==> config.mk <==
export PLATFORM = sky130hd
export DESIGN_NAME = fieldbus_mode_config
export DESIGN_NICKNAME = d
export VERILOG_FILES = /design/src/core/mode_config_pkg.sv /design/src/core/period_timer.sv /design/src/core/fieldbus_mode_config.sv
export SDC_FILE = /design/constraint.sdc
export NUM_CORES = 1
export LEC_CHECK = 0
export ABC_AREA = 1
export BUFFER_PORTS_ARGS = -buffer_cell sky130_fd_sc_hd__buf_4
export CAP_MARGIN = 20
export CORE_UTILIZATION = 39
export CTS_CLUSTER_DIAMETER = 120
export DETAILED_ROUTE_END_ITERATION = 12
export GPL_ROUTABILITY_DRIVEN = 0
export SYNTH_ARGS = -nofsm -noshare
export SYNTH_HDL_FRONTEND = slang
export SYNTH_SLANG_ARGS = --single-unit
==> constraint.sdc <==
create_clock -name i_clock -period 2.9 [get_ports i_clock]
set_input_delay 0.435 -clock i_clock [delete_from_list [all_inputs] [get_ports i_clock]]
set_output_delay 0.435 -clock i_clock [all_outputs]
set_load 0.005 [all_outputs]
==> src/core/mode_config_pkg.sv <==
// constants and types for the fieldbus mode configuration register bank
package mode_config_pkg;

    // ****************************************************************
    // clock and timing
    // ****************************************************************
    localparam int CLOCK_MHZ           = 100;
    localparam int IRQ_GAP_SHORT_US    = 1;
    localparam int IRQ_GAP_LONG_MS     = 1;
    localparam int TICK_SHORT_MS       = 1;
    localparam int TICK_LONG_MS        = 10;
    localparam int IRQ_GAP_SHORT_CYCLES = IRQ_GAP_SHORT_US * CLOCK_MHZ;
    localparam int IRQ_GAP_LONG_CYCLES  = IRQ_GAP_LONG_MS * CLOCK_MHZ * 1000;
    localparam int TICK_SHORT_CYCLES    = TICK_SHORT_MS * CLOCK_MHZ * 1000;
    localparam int TICK_LONG_CYCLES     = TICK_LONG_MS * CLOCK_MHZ * 1000;
    localparam int TIMER_WIDTH          = 20;

    // ****************************************************************
    // register map: printed index, byte address is four times it
    // ****************************************************************
    localparam int         ADDR_WIDTH     = 8;
    localparam int         IDX_MODE_LOW   = 'h06;
    localparam int         IDX_MODE_HIGH  = 'h07;
    localparam int         IDX_RUN_CTRL   = 'h10;
    localparam logic [7:0] ADDR_MODE_LOW  = 8'(IDX_MODE_LOW * 4);
    localparam logic [7:0] ADDR_MODE_HIGH = 8'(IDX_MODE_HIGH * 4);
    localparam logic [7:0] ADDR_RUN_CTRL  = 8'(IDX_RUN_CTRL * 4);

    // ****************************************************************
    // field layout and reset values
    // ****************************************************************
    localparam logic [15:0] MODE_CONFIG_RESET = 16'h0000;
    localparam logic [15:0] MODE_CONFIG_WMASK = 16'h3fff;
    localparam int          RUN_START_BIT     = 0;
    localparam int          RUN_STOP_BIT      = 1;

    typedef struct packed {
        logic [1:0] unused;
        logic       fail_safe_clear;
        logic       special_prm_buffer;
        logic       watchdog_test_sel;
        logic       user_tick_timebase;
        logic       irq_gap_timebase;
        logic       dp_protocol_enable;
        logic       freeze_supported;
        logic       sync_supported;
        logic       early_ready;
        logic       irq_polarity;
        logic       min_responder_delay_sel;
        logic       direct_broadcast_rx_en;
        logic       stop_bit_check_off;
        logic       start_bit_check_off;
    } mode_config_type;

endpackage

==> src/core/period_timer.sv <==
// down counter that runs a loaded number of cycles and flags its last one
`timescale 1ns/1ps
`default_nettype none
module period_timer
    import mode_config_pkg::*;
#(
    parameter int WIDTH = TIMER_WIDTH
) (
    input  wire logic             i_clock,
    input  wire logic             i_rst_n,
    input  wire logic             i_start,
    input  wire logic [WIDTH-1:0] i_load,
    output logic                  o_busy,
    output logic                  o_last
);

    logic [WIDTH-1:0] count_q;
    logic             busy_q;

    // ****************************************************************
    // counter
    // ****************************************************************
    always_ff @(posedge i_clock or negedge i_rst_n) begin
        if (!i_rst_n) begin
            count_q <= '0;
            busy_q  <= 1'b0;
        end else if (i_start) begin
            count_q <= i_load - WIDTH'(1);
            busy_q  <= 1'b1;
        end else if (busy_q) begin
            if (count_q == '0) begin
                busy_q <= 1'b0;
            end else begin
                count_q <= count_q - WIDTH'(1);
            end
        end
    end

    assign o_busy = busy_q;
    assign o_last = busy_q && (count_q == '0);

endmodule
`default_nettype wire

==> src/core/fieldbus_mode_config.sv <==
// mode configuration register bank of a fieldbus slave controller
`timescale 1ns/1ps
`default_nettype none
module fieldbus_mode_config
    import mode_config_pkg::*;
#(
    parameter int GAP_LONG_CYCLES   = IRQ_GAP_LONG_CYCLES,
    parameter int TICK_SHORT_PERIOD = TICK_SHORT_CYCLES,
    parameter int TICK_LONG_PERIOD  = TICK_LONG_CYCLES
) (
    input  wire logic                  i_clock,
    input  wire logic                  i_rstn,
    input  wire logic                  i_wb_cyc,
    input  wire logic                  i_wb_stb,
    input  wire logic                  i_wb_we,
    input  wire logic [ADDR_WIDTH-1:0] i_wb_adr,
    input  wire logic [3:0]            i_wb_sel,
    input  wire logic [31:0]           i_wb_dat,
    output logic                       o_wb_ack,
    output logic [31:0]                o_wb_dat,
    input  wire logic                  i_prm_valid,
    input  wire logic [1:0]            i_prm_check_off,
    input  wire logic                  i_irq_request,
    input  wire logic                  i_eoi,
    output mode_config_type            o_config,
    output logic                       o_online,
    output logic                       o_dp_service_access_points,
    output logic                       o_irq_pin,
    output logic                       o_user_tick
);

    // ****************************************************************
    // helpers
    // ****************************************************************
    function automatic logic addr_hit(input logic [ADDR_WIDTH-1:0] adr,
                                      input logic [7:0]            target);
        addr_hit = (adr == target);
    endfunction

    function automatic logic [TIMER_WIDTH-1:0] pick_count(input logic sel,
                                                          input int   zero_val,
                                                          input int   one_val);
        pick_count = sel ? TIMER_WIDTH'(one_val) : TIMER_WIDTH'(zero_val);
    endfunction

    // ****************************************************************
    // reset release
    // ****************************************************************
    logic rst_meta_q;
    logic rst_n_q;

    always_ff @(posedge i_clock or negedge i_rstn) begin
        if (!i_rstn) begin
            rst_meta_q <= 1'b0;
            rst_n_q    <= 1'b0;
        end else begin
            rst_meta_q <= 1'b1;
            rst_n_q    <= rst_meta_q;
        end
    end

    // ****************************************************************
    // wishbone slave
    // ****************************************************************
    mode_config_type cfg_q;
    logic            online_q;
    logic            ack_q;
    logic            wait_q;
    logic            ack_d;
    logic            req;
    logic            commit;
    logic [31:0]     rdata;
    logic [31:0]     rdata_q;

    assign req    = i_wb_cyc && i_wb_stb && !ack_q;
    // early ready skips the wait state
    assign ack_d  = req && (cfg_q.early_ready || wait_q);
    assign commit = i_wb_cyc && i_wb_stb && i_wb_we && ack_q;

    always_ff @(posedge i_clock or negedge rst_n_q) begin
        if (!rst_n_q) begin
            ack_q  <= 1'b0;
            wait_q <= 1'b0;
        end else begin
            ack_q  <= ack_d;
            wait_q <= req && !ack_d;
        end
    end

    always_comb begin
        rdata = 32'h0000_0000;
        if (addr_hit(i_wb_adr, ADDR_MODE_LOW)) begin
            rdata[7:0] = cfg_q[7:0];
        end else if (addr_hit(i_wb_adr, ADDR_MODE_HIGH)) begin
            rdata[7:0] = cfg_q[15:8];
        end else if (addr_hit(i_wb_adr, ADDR_RUN_CTRL)) begin
            rdata[RUN_START_BIT] = online_q;
        end
    end

    always_ff @(posedge i_clock or negedge rst_n_q) begin
        if (!rst_n_q) begin
            rdata_q <= 32'h0000_0000;
        end else if (ack_d) begin
            rdata_q <= i_wb_we ? 32'h0000_0000 : rdata;
        end
    end

    // ****************************************************************
    // configuration register
    // ****************************************************************
    logic [15:0] cfg_d;
    logic        prm_take;

    assign prm_take = i_prm_valid && cfg_q.dp_protocol_enable;

    always_comb begin
        cfg_d = cfg_q;
        // locked while running, a write then only completes the cycle
        if (commit && !online_q && i_wb_sel[0]) begin
            if (addr_hit(i_wb_adr, ADDR_MODE_LOW)) begin
                cfg_d[7:0] = i_wb_dat[7:0];
            end else if (addr_hit(i_wb_adr, ADDR_MODE_HIGH)) begin
                cfg_d[15:8] = i_wb_dat[7:0];
            end
        end
        if (prm_take) begin
            cfg_d[1:0] = i_prm_check_off;
        end
        cfg_d = cfg_d & MODE_CONFIG_WMASK;
    end

    always_ff @(posedge i_clock or negedge rst_n_q) begin
        if (!rst_n_q) begin
            cfg_q <= mode_config_type'(MODE_CONFIG_RESET);
        end else begin
            cfg_q <= mode_config_type'(cfg_d);
        end
    end

    // ****************************************************************
    // offline and online
    // ****************************************************************
    logic start_wr;
    logic stop_wr;

    assign start_wr = commit && i_wb_sel[0] && addr_hit(i_wb_adr, ADDR_RUN_CTRL)
                      && i_wb_dat[RUN_START_BIT];
    assign stop_wr  = commit && i_wb_sel[0] && addr_hit(i_wb_adr, ADDR_RUN_CTRL)
                      && i_wb_dat[RUN_STOP_BIT];

    // going offline wins when both bits are written together
    always_ff @(posedge i_clock or negedge rst_n_q) begin
        if (!rst_n_q) begin
            online_q <= 1'b0;
        end else if (stop_wr) begin
            online_q <= 1'b0;
        end else if (start_wr) begin
            online_q <= 1'b1;
        end
    end

    always_ff @(posedge i_clock or negedge rst_n_q) begin
        if (!rst_n_q) begin
            o_dp_service_access_points <= 1'b0;
        end else begin
            o_dp_service_access_points <= online_q && cfg_q.dp_protocol_enable;
        end
    end

    // ****************************************************************
    // interrupt pin with gap after end of interrupt
    // ****************************************************************
    logic gap_busy;
    logic irq_active;

    period_timer #(
        .WIDTH (TIMER_WIDTH)
    ) u_gap_timer (
        .i_clock (i_clock),
        .i_rst_n (rst_n_q),
        .i_start (i_eoi),
        .i_load  (pick_count(cfg_q.irq_gap_timebase, IRQ_GAP_SHORT_CYCLES,
                             GAP_LONG_CYCLES)),
        .o_busy  (gap_busy),
        .o_last  ()
    );

    assign irq_active = i_irq_request && !gap_busy && !i_eoi;

    // reset value is the inactive level of the low-active default
    always_ff @(posedge i_clock or negedge rst_n_q) begin
        if (!rst_n_q) begin
            o_irq_pin <= 1'b1;
        end else begin
            o_irq_pin <= cfg_q.irq_polarity ? irq_active : !irq_active;
        end
    end

    // ****************************************************************
    // user tick
    // ****************************************************************
    logic tick_busy;
    logic tick_last;

    period_timer #(
        .WIDTH (TIMER_WIDTH)
    ) u_tick_timer (
        .i_clock (i_clock),
        .i_rst_n (rst_n_q),
        .i_start (online_q && (!tick_busy || tick_last)),
        .i_load  (pick_count(cfg_q.user_tick_timebase, TICK_SHORT_PERIOD,
                             TICK_LONG_PERIOD)),
        .o_busy  (tick_busy),
        .o_last  (tick_last)
    );

    always_ff @(posedge i_clock or negedge rst_n_q) begin
        if (!rst_n_q) begin
            o_user_tick <= 1'b0;
        end else begin
            o_user_tick <= tick_last && online_q;
        end
    end

    // ****************************************************************
    // outputs
    // ****************************************************************
    // fields 0..3, 6, 7, 11..13 steer logic outside this bank
    assign o_config  = cfg_q;
    assign o_online  = online_q;
    assign o_wb_ack  = ack_q;
    assign o_wb_dat  = rdata_q;

    logic [TIMER_WIDTH-1:0] sv_tick_cnt_q;
    logic                   sv_tick_seen_q;

    always_ff @(posedge i_clock or negedge rst_n_q) begin
        if (!rst_n_q) begin
            sv_tick_cnt_q  <= '0;
            sv_tick_seen_q <= 1'b0;
        end else if (o_user_tick || !online_q) begin
            sv_tick_cnt_q  <= '0;
            sv_tick_seen_q <= online_q;
        end else begin
            sv_tick_cnt_q <= sv_tick_cnt_q + TIMER_WIDTH'(1);
        end
    end
endmodule
`default_nettype wire

# [After elaboration in Yosys (flattened, before gate mapping)]
# Cells that the tools add are included.
# Widths: inputs -> output; s select.
[totals] ff_bits=96 out_inout_bits=53 word_cells=102
[op_classes] add_sub_neg=4 eq_ne=5 mux=25 bitwise_logic=1 reduce_logical=40
[ops] operator="$mux 20" n=7
[ops] operator="$sub 20x1->20 const B" n=3
[ops] operator="$logic_not 20->1" n=2
[ops] operator="$logic_and 1x1->1" n=19
[ops] operator="$sub 17x1->18 const B" n=1
[ops] operator="$mux 17" n=1
[ops] operator="$eq 8x5->1 const B" n=2
[ops] operator="$mux 8" n=2
[ops] operator="$mux 1" n=11
[ops] operator="$reduce_bool 2->1" n=5
[ops] operator="$eq 8x7->1 const B" n=1
[ops] operator="$reduce_and 2->1" n=4
[ops] operator="$logic_not 1->1" n=7
[ops] operator="$mux 2" n=3
[ops] operator="$mux 5" n=1
[ops] operator="$reduce_and 3->1" n=1
[ops] operator="$logic_or 1x1->1" n=2
[ops] operator="$ne 2x1->1 const B" n=1
[ops] operator="$ne 2x2->1 const B" n=1
[ops] operator="$not 1->1" n=1

# [Longest topological paths before layout]
[depth] word_depth=8 mapped_depth=18

# [By module]
# A second synthesis with hierarchy kept.
[unflattened] hier_cells=747 hier_area_um2=5215.0
[by_module_without_submodules] module="period_timer at u_tick_timer" instances=1 cells_each=280 area_each_um2=1793.0 seq_area_each_um2=525.5
[by_module_without_submodules] module="period_timer at u_gap_timer" instances=1 cells_each=273 area_each_um2=1775.5 seq_area_each_um2=525.5
[by_module_without_submodules] module="fieldbus_mode_config" instances=1 cells_each=194 area_each_um2=1646.6 seq_area_each_um2=752.0

# [Worst setup path before layout]
# OpenSTA, ideal clock, no wires.
[synth_timing] path_kind="reg-to-reg" startpoint="register u_tick_timer.count_q[3]" endpoint="register u_tick_timer.count_q[16]" setup_ns=0.123 arrival_ns=2.214 t_required_ns=2.777 path_slack_ns=0.563 stages_incl_launch_ff=17 n_path_buf=1 period_less_slack_ns=2.337 cell_sequence="dfrtp_1 > or2_1 > nor2_1 > nand3_2 > nand2_4 > nand2_4 > buf_8 > inv_2 > nor2_1 > inv_1 > ha_1 > a21boi_2 > nand3_1 > nor2_4 > nand2_2 > o22ai_1 > nand2_1"
[synth_between] elab_chain_cells=6 elab_cells_between_ends=11 cone_classes="add/sub (1); eq/ne (1); mux (3); reduce/logical (6)"
[synth_rtl] element="start, declared" line="period_timer.sv:17" source="logic [WIDTH-1:0] count_q;"
[synth_rtl] element="start signal, assigned" line="period_timer.sv:28" source="count_q <= i_load - WIDTH'(1);"
[synth_rtl] element="start signal, assigned" line="period_timer.sv:34" source="count_q <= count_q - WIDTH'(1);"
[synth_rtl] element="parallel branches: the longest is 6 deep, another holds $sub 20x1->20"
# Several ways; the timed one is not identified. The select of a mux whose other input is x is not followed.
# A chain may end at the register's enable or synchronous reset.

# [Final worst setup path]
# Ends and elaborated chain as after synthesis.

==> impl_metrics.ini <==
[outcome]
status = finished, final reports clean

[logic_synthesis]
yosys_warnings = 0
seq_area_frac_synth = 0.433
synth-seq-cells = 72
syn_area_per_cell_um2 = 7.95
syn_inst = 524
syn_area_um2 = 4160
synth_cell_types = 42

[cts]
cts.sinks = 72
cts_resized = 0
clockBufferDepth = 2
cts-root-buf = clkbuf_8
cts-buffers-inserted = 9
clk_pin_slew_ns = 0.07
htree_levels = 3
cts_tree = yes
clk_latency_ns = 0.35

[grt]
grt_busiest_layer = met2
grt_pass1_vias = 3386
grtUsageMet3 = 0.0451
antenna_found_initial = 0
grt-ovfl-total = 0
grt_pass1_wl_mm = 16.1
grtUsageMet2 = 0.289
gr-usage-met1 = 0.241
grt_max_degree = 40
track_usage = 0.181

[final_layout]
nets = 640
drive_gt1_frac = 0.192
fin_cells = 725
diodes = 0
area_growth_pct = 15.3
fill_cells = 1036

[die]
num_io_pins = 107
fp-row-count = 37
die_x_um = 105
die_area_um2 = 11100
core_um2 = 10300
die_height_um = 105
initial_utilization = 0.403

[routing]
viasPerCell = 4.86
post_drt_wl_per_cell_um = 12.8
antenna_left = 0
vias = 3522
drt-pass1-iter-count = 5
route.detailed.drc = 0
drt_iter0_drc = 179
routed_wl_mm = 9.29

[sta]
drv_slew = 0
fin_tns_setup_ns = 0
slew_headroom = 0.428
hold_viol_final = 0
whs_ns = 0.295
period_needed_ns = 2.59
setup_viol = 0
clock_skew_ns = 0.0109
worst_slew_pin_slew_ns = 0.859
finalCritPeriodShare = 0.894
final.setup.worst_slack_ns = 0.308
rsz0062_at_grt = false
fmax_mhz = 386

[setup_path]
cp-start-kind = flip-flop
crit_required_ns = 3.13
criticalPathCategory = flip-flop to flip-flop
cp_max_fo = 10
critPathCaptureType = flip-flop
r2r_start = u_tick_timer.count_q[3]$_DFFE_PN0P_
critPathArrivalTime_ns = 2.82
crit_start = u_tick_timer.count_q[3]$_DFFE_PN0P_

[placement]
port_buffers = 53
dp_slack_ns = 0.333
hpwl_mm = 6.82
dp.cells = 708

[power]
powerDensity_nw_per_um2 = 390
ir_drop_mv = 0.220
leakage_nw = 2.40

[run]
maxCapViolations = 0

[min_path]
hold_class = input pin to flip-flop
worstHoldStart = i_wb_we
[cell usage in the layout (no fill, tap or decap), types with 3 or more instances in the layout]
| master | netlist | final |
|---|---|---|
| a21oi_1 | 16 | 16 |
| a31oi_1 | 4 | 4 |
| buf_4 | 27 | 60 |
| clkbuf_8 | 0 | 11 |
| conb_1 | 2 | 27 |
| dfrtp_1 | 71 | 70 |
| inv_1 | 63 | 63 |
| mux2_2 | 4 | 4 |
| nand2_1 | 120 | 120 |
| nand2_2 | 3 | 3 |
| nand2_4 | 6 | 6 |
| nand3_1 | 32 | 32 |
| nand3_2 | 3 | 3 |
| nand3b_1 | 5 | 5 |
| nand4_1 | 10 | 10 |
| nor2_1 | 48 | 48 |
| nor2_2 | 5 | 5 |
| nor2_4 | 4 | 4 |
| nor3_1 | 5 | 5 |
| nor3_2 | 3 | 3 |
| nor4_1 | 3 | 3 |
| o211ai_1 | 3 | 3 |
| o21ai_0 | 39 | 39 |
| o31ai_1 | 3 | 3 |
| xor2_1 | 12 | 12 |
[path summary, 6_finish.rpt]
check / endpoint / slack [ns] / depth (start not counted)
worst max-delay path: u_tick_timer.count_q[16]$_DFFE_PN0P_ / 0.31 / 15
worst min-delay path: o_wb_dat[0]$_DFFE_PN0P_ / 0.29 / 2
worst max register to register: u_tick_timer.count_q[16]$_DFFE_PN0P_ / 0.31 / 15
worst min register to register: rst_n_q$_DFF_PN0_ / 0.37 / 0
max in group asynchronous: o_config[7]$_DFFE_PN0P_ / 1.73 / 1
min in group asynchronous: u_gap_timer.count_q[11]$_DFFE_PN0P_ / 0.39 / 0
[report_power, final]
part | switching, mW | internal (mW) | leakage [nW]
Clock | 0.378 | 0.356 | 0.0894
Sequential | 0.0194 | 1.01 | 0.885
Combinational | 0.0608 | 0.0445 | 1.43
[cells in the mapped netlist]
cell type / n / area (um^2)
a22o_1: 2 / 17.5
nand3b_1: 5 / 37.5
nand3_4: 2 / 35.0
nor3_1: 5 / 25.0
a32o_1: 2 / 20.0
o21ai_0: 39 / 195
conb_1: 2 / 7.51
or2_1: 2 / 12.5
nand3_2: 3 / 30.0
nor4_1: 3 / 18.8
nor2_1: 48 / 180
o211ai_1: 3 / 22.5
ha_1: 2 / 25.0
buf_4: 27 / 203
buf_8: 1 / 15.0
nor3_2: 3 / 30.0
o22ai_1: 1 / 6.26
clkbuf_1: 4 / 15.0
o21ai_1: 1 / 5.00
nand2_4: 6 / 67.6
or2_2: 2 / 12.5
inv_1: 63 / 236
o21bai_1: 1 / 7.51
buf_2: 4 / 20.0
nor4_2: 2 / 25.0
a21oi_1: 16 / 80.1
xor2_1: 12 / 105
nand2_1: 120 / 450
a31oi_1: 4 / 25.0
nand3_1: 32 / 160
nor2_2: 5 / 31.3
buf_6: 1 / 11.3
mux2_2: 4 / 45.0
inv_2: 2 / 7.51
a21boi_2: 1 / 11.3
nor2_4: 4 / 45.0
o31ai_1: 3 / 22.5
dfrtp_1: 71 / 1780
o21a_1: 2 / 15.0
nand4_1: 10 / 62.6
dfstp_2: 1 / 26.3
nand2_2: 3 / 18.8
[metal layers]
layer  up-vias  share of wire  wire length (um)
li1       1759              -                 -
met1      1668           0.48              4430
met2        87           0.46              4260
met3         8          0.054               505
met4         0          0.011               102
met5         -              0                 0
[kinds of logic after synthesis]
kind of cell             count (synthesis)  share of synthesized area
AO/OA/AOI/OAI                           75                      0.103
XOR/XNOR                                12                     0.0252
adder cells (fa/ha/maj)                  2                    0.00601
buffers and inverters                  102                      0.122
flip-flops                              72                      0.433
multiplexers                             4                     0.0108
other                                    2                    0.00180
AND/OR/NAND/NOR                        255                      0.298
[metrics by stage]
stage | total power, mW | cell area, um^2 | utilization
global placement | 1.16 | 4620 | 0.447
CTS | 1.89 | 4800 | 0.465
finish | 1.87 | 4800 | 0.465
detailed placement | 1.16 | 4620 | 0.447
floorplan | 1.13 | 4260 | -
global route | 1.95 | 4800 | 0.465
[sequential cells by signal, indices dropped and copies added (netlist names)]
| register | count |
|---|---|
| o_dp_service_access_points | 1 |
| rst_meta_q | 1 |
| o_online | 1 |
| wait_q | 1 |
| u_tick_timer.count_q | 20 |
| o_config | 14 |
| o_wb_dat | 8 |
| o_wb_ack | 1 |
| u_tick_timer.o_busy | 1 |
| u_gap_timer.o_busy | 1 |
| rst_n_q | 1 |
| u_gap_timer.count_q | 20 |
| o_irq_pin | 1 |
| o_user_tick | 1 |
[critical path, cell delays in order (launching register included)]
cell	delay, ns
dfrtp_1	0.41
or2_1	0.23
nor2_1	0.14
nand3_2	0.13
nand2_4	0.12
nand2_4	0.12
inv_2	0.16
nor2_1	0.06
inv_1	0.05
ha_1	0.21
a21boi_2	0.21
nand3_1	0.18
nor2_4	0.20
nand2_2	0.09
o22ai_1	0.11
nand2_1	0.07
[timing repair]
action,4_1_cts,5_1_grt
endpoints found under the hold margin,2,0
hold buffers,1,0
setup buffers,0,0
[area by class of cell]
cell class,instances,area (um^2),share of cell area
multi-input cells,375,1950,0.405
flip-flops and latches,72,1800,0.376
repair buffers,61,460,0.0959
inverters,65,244,0.0508
well taps,136,170,0.0354
clock buffers,13,159,0.0331
clock inverters,3,17.5,0.00365
Power figures use the tool's default switching activity.
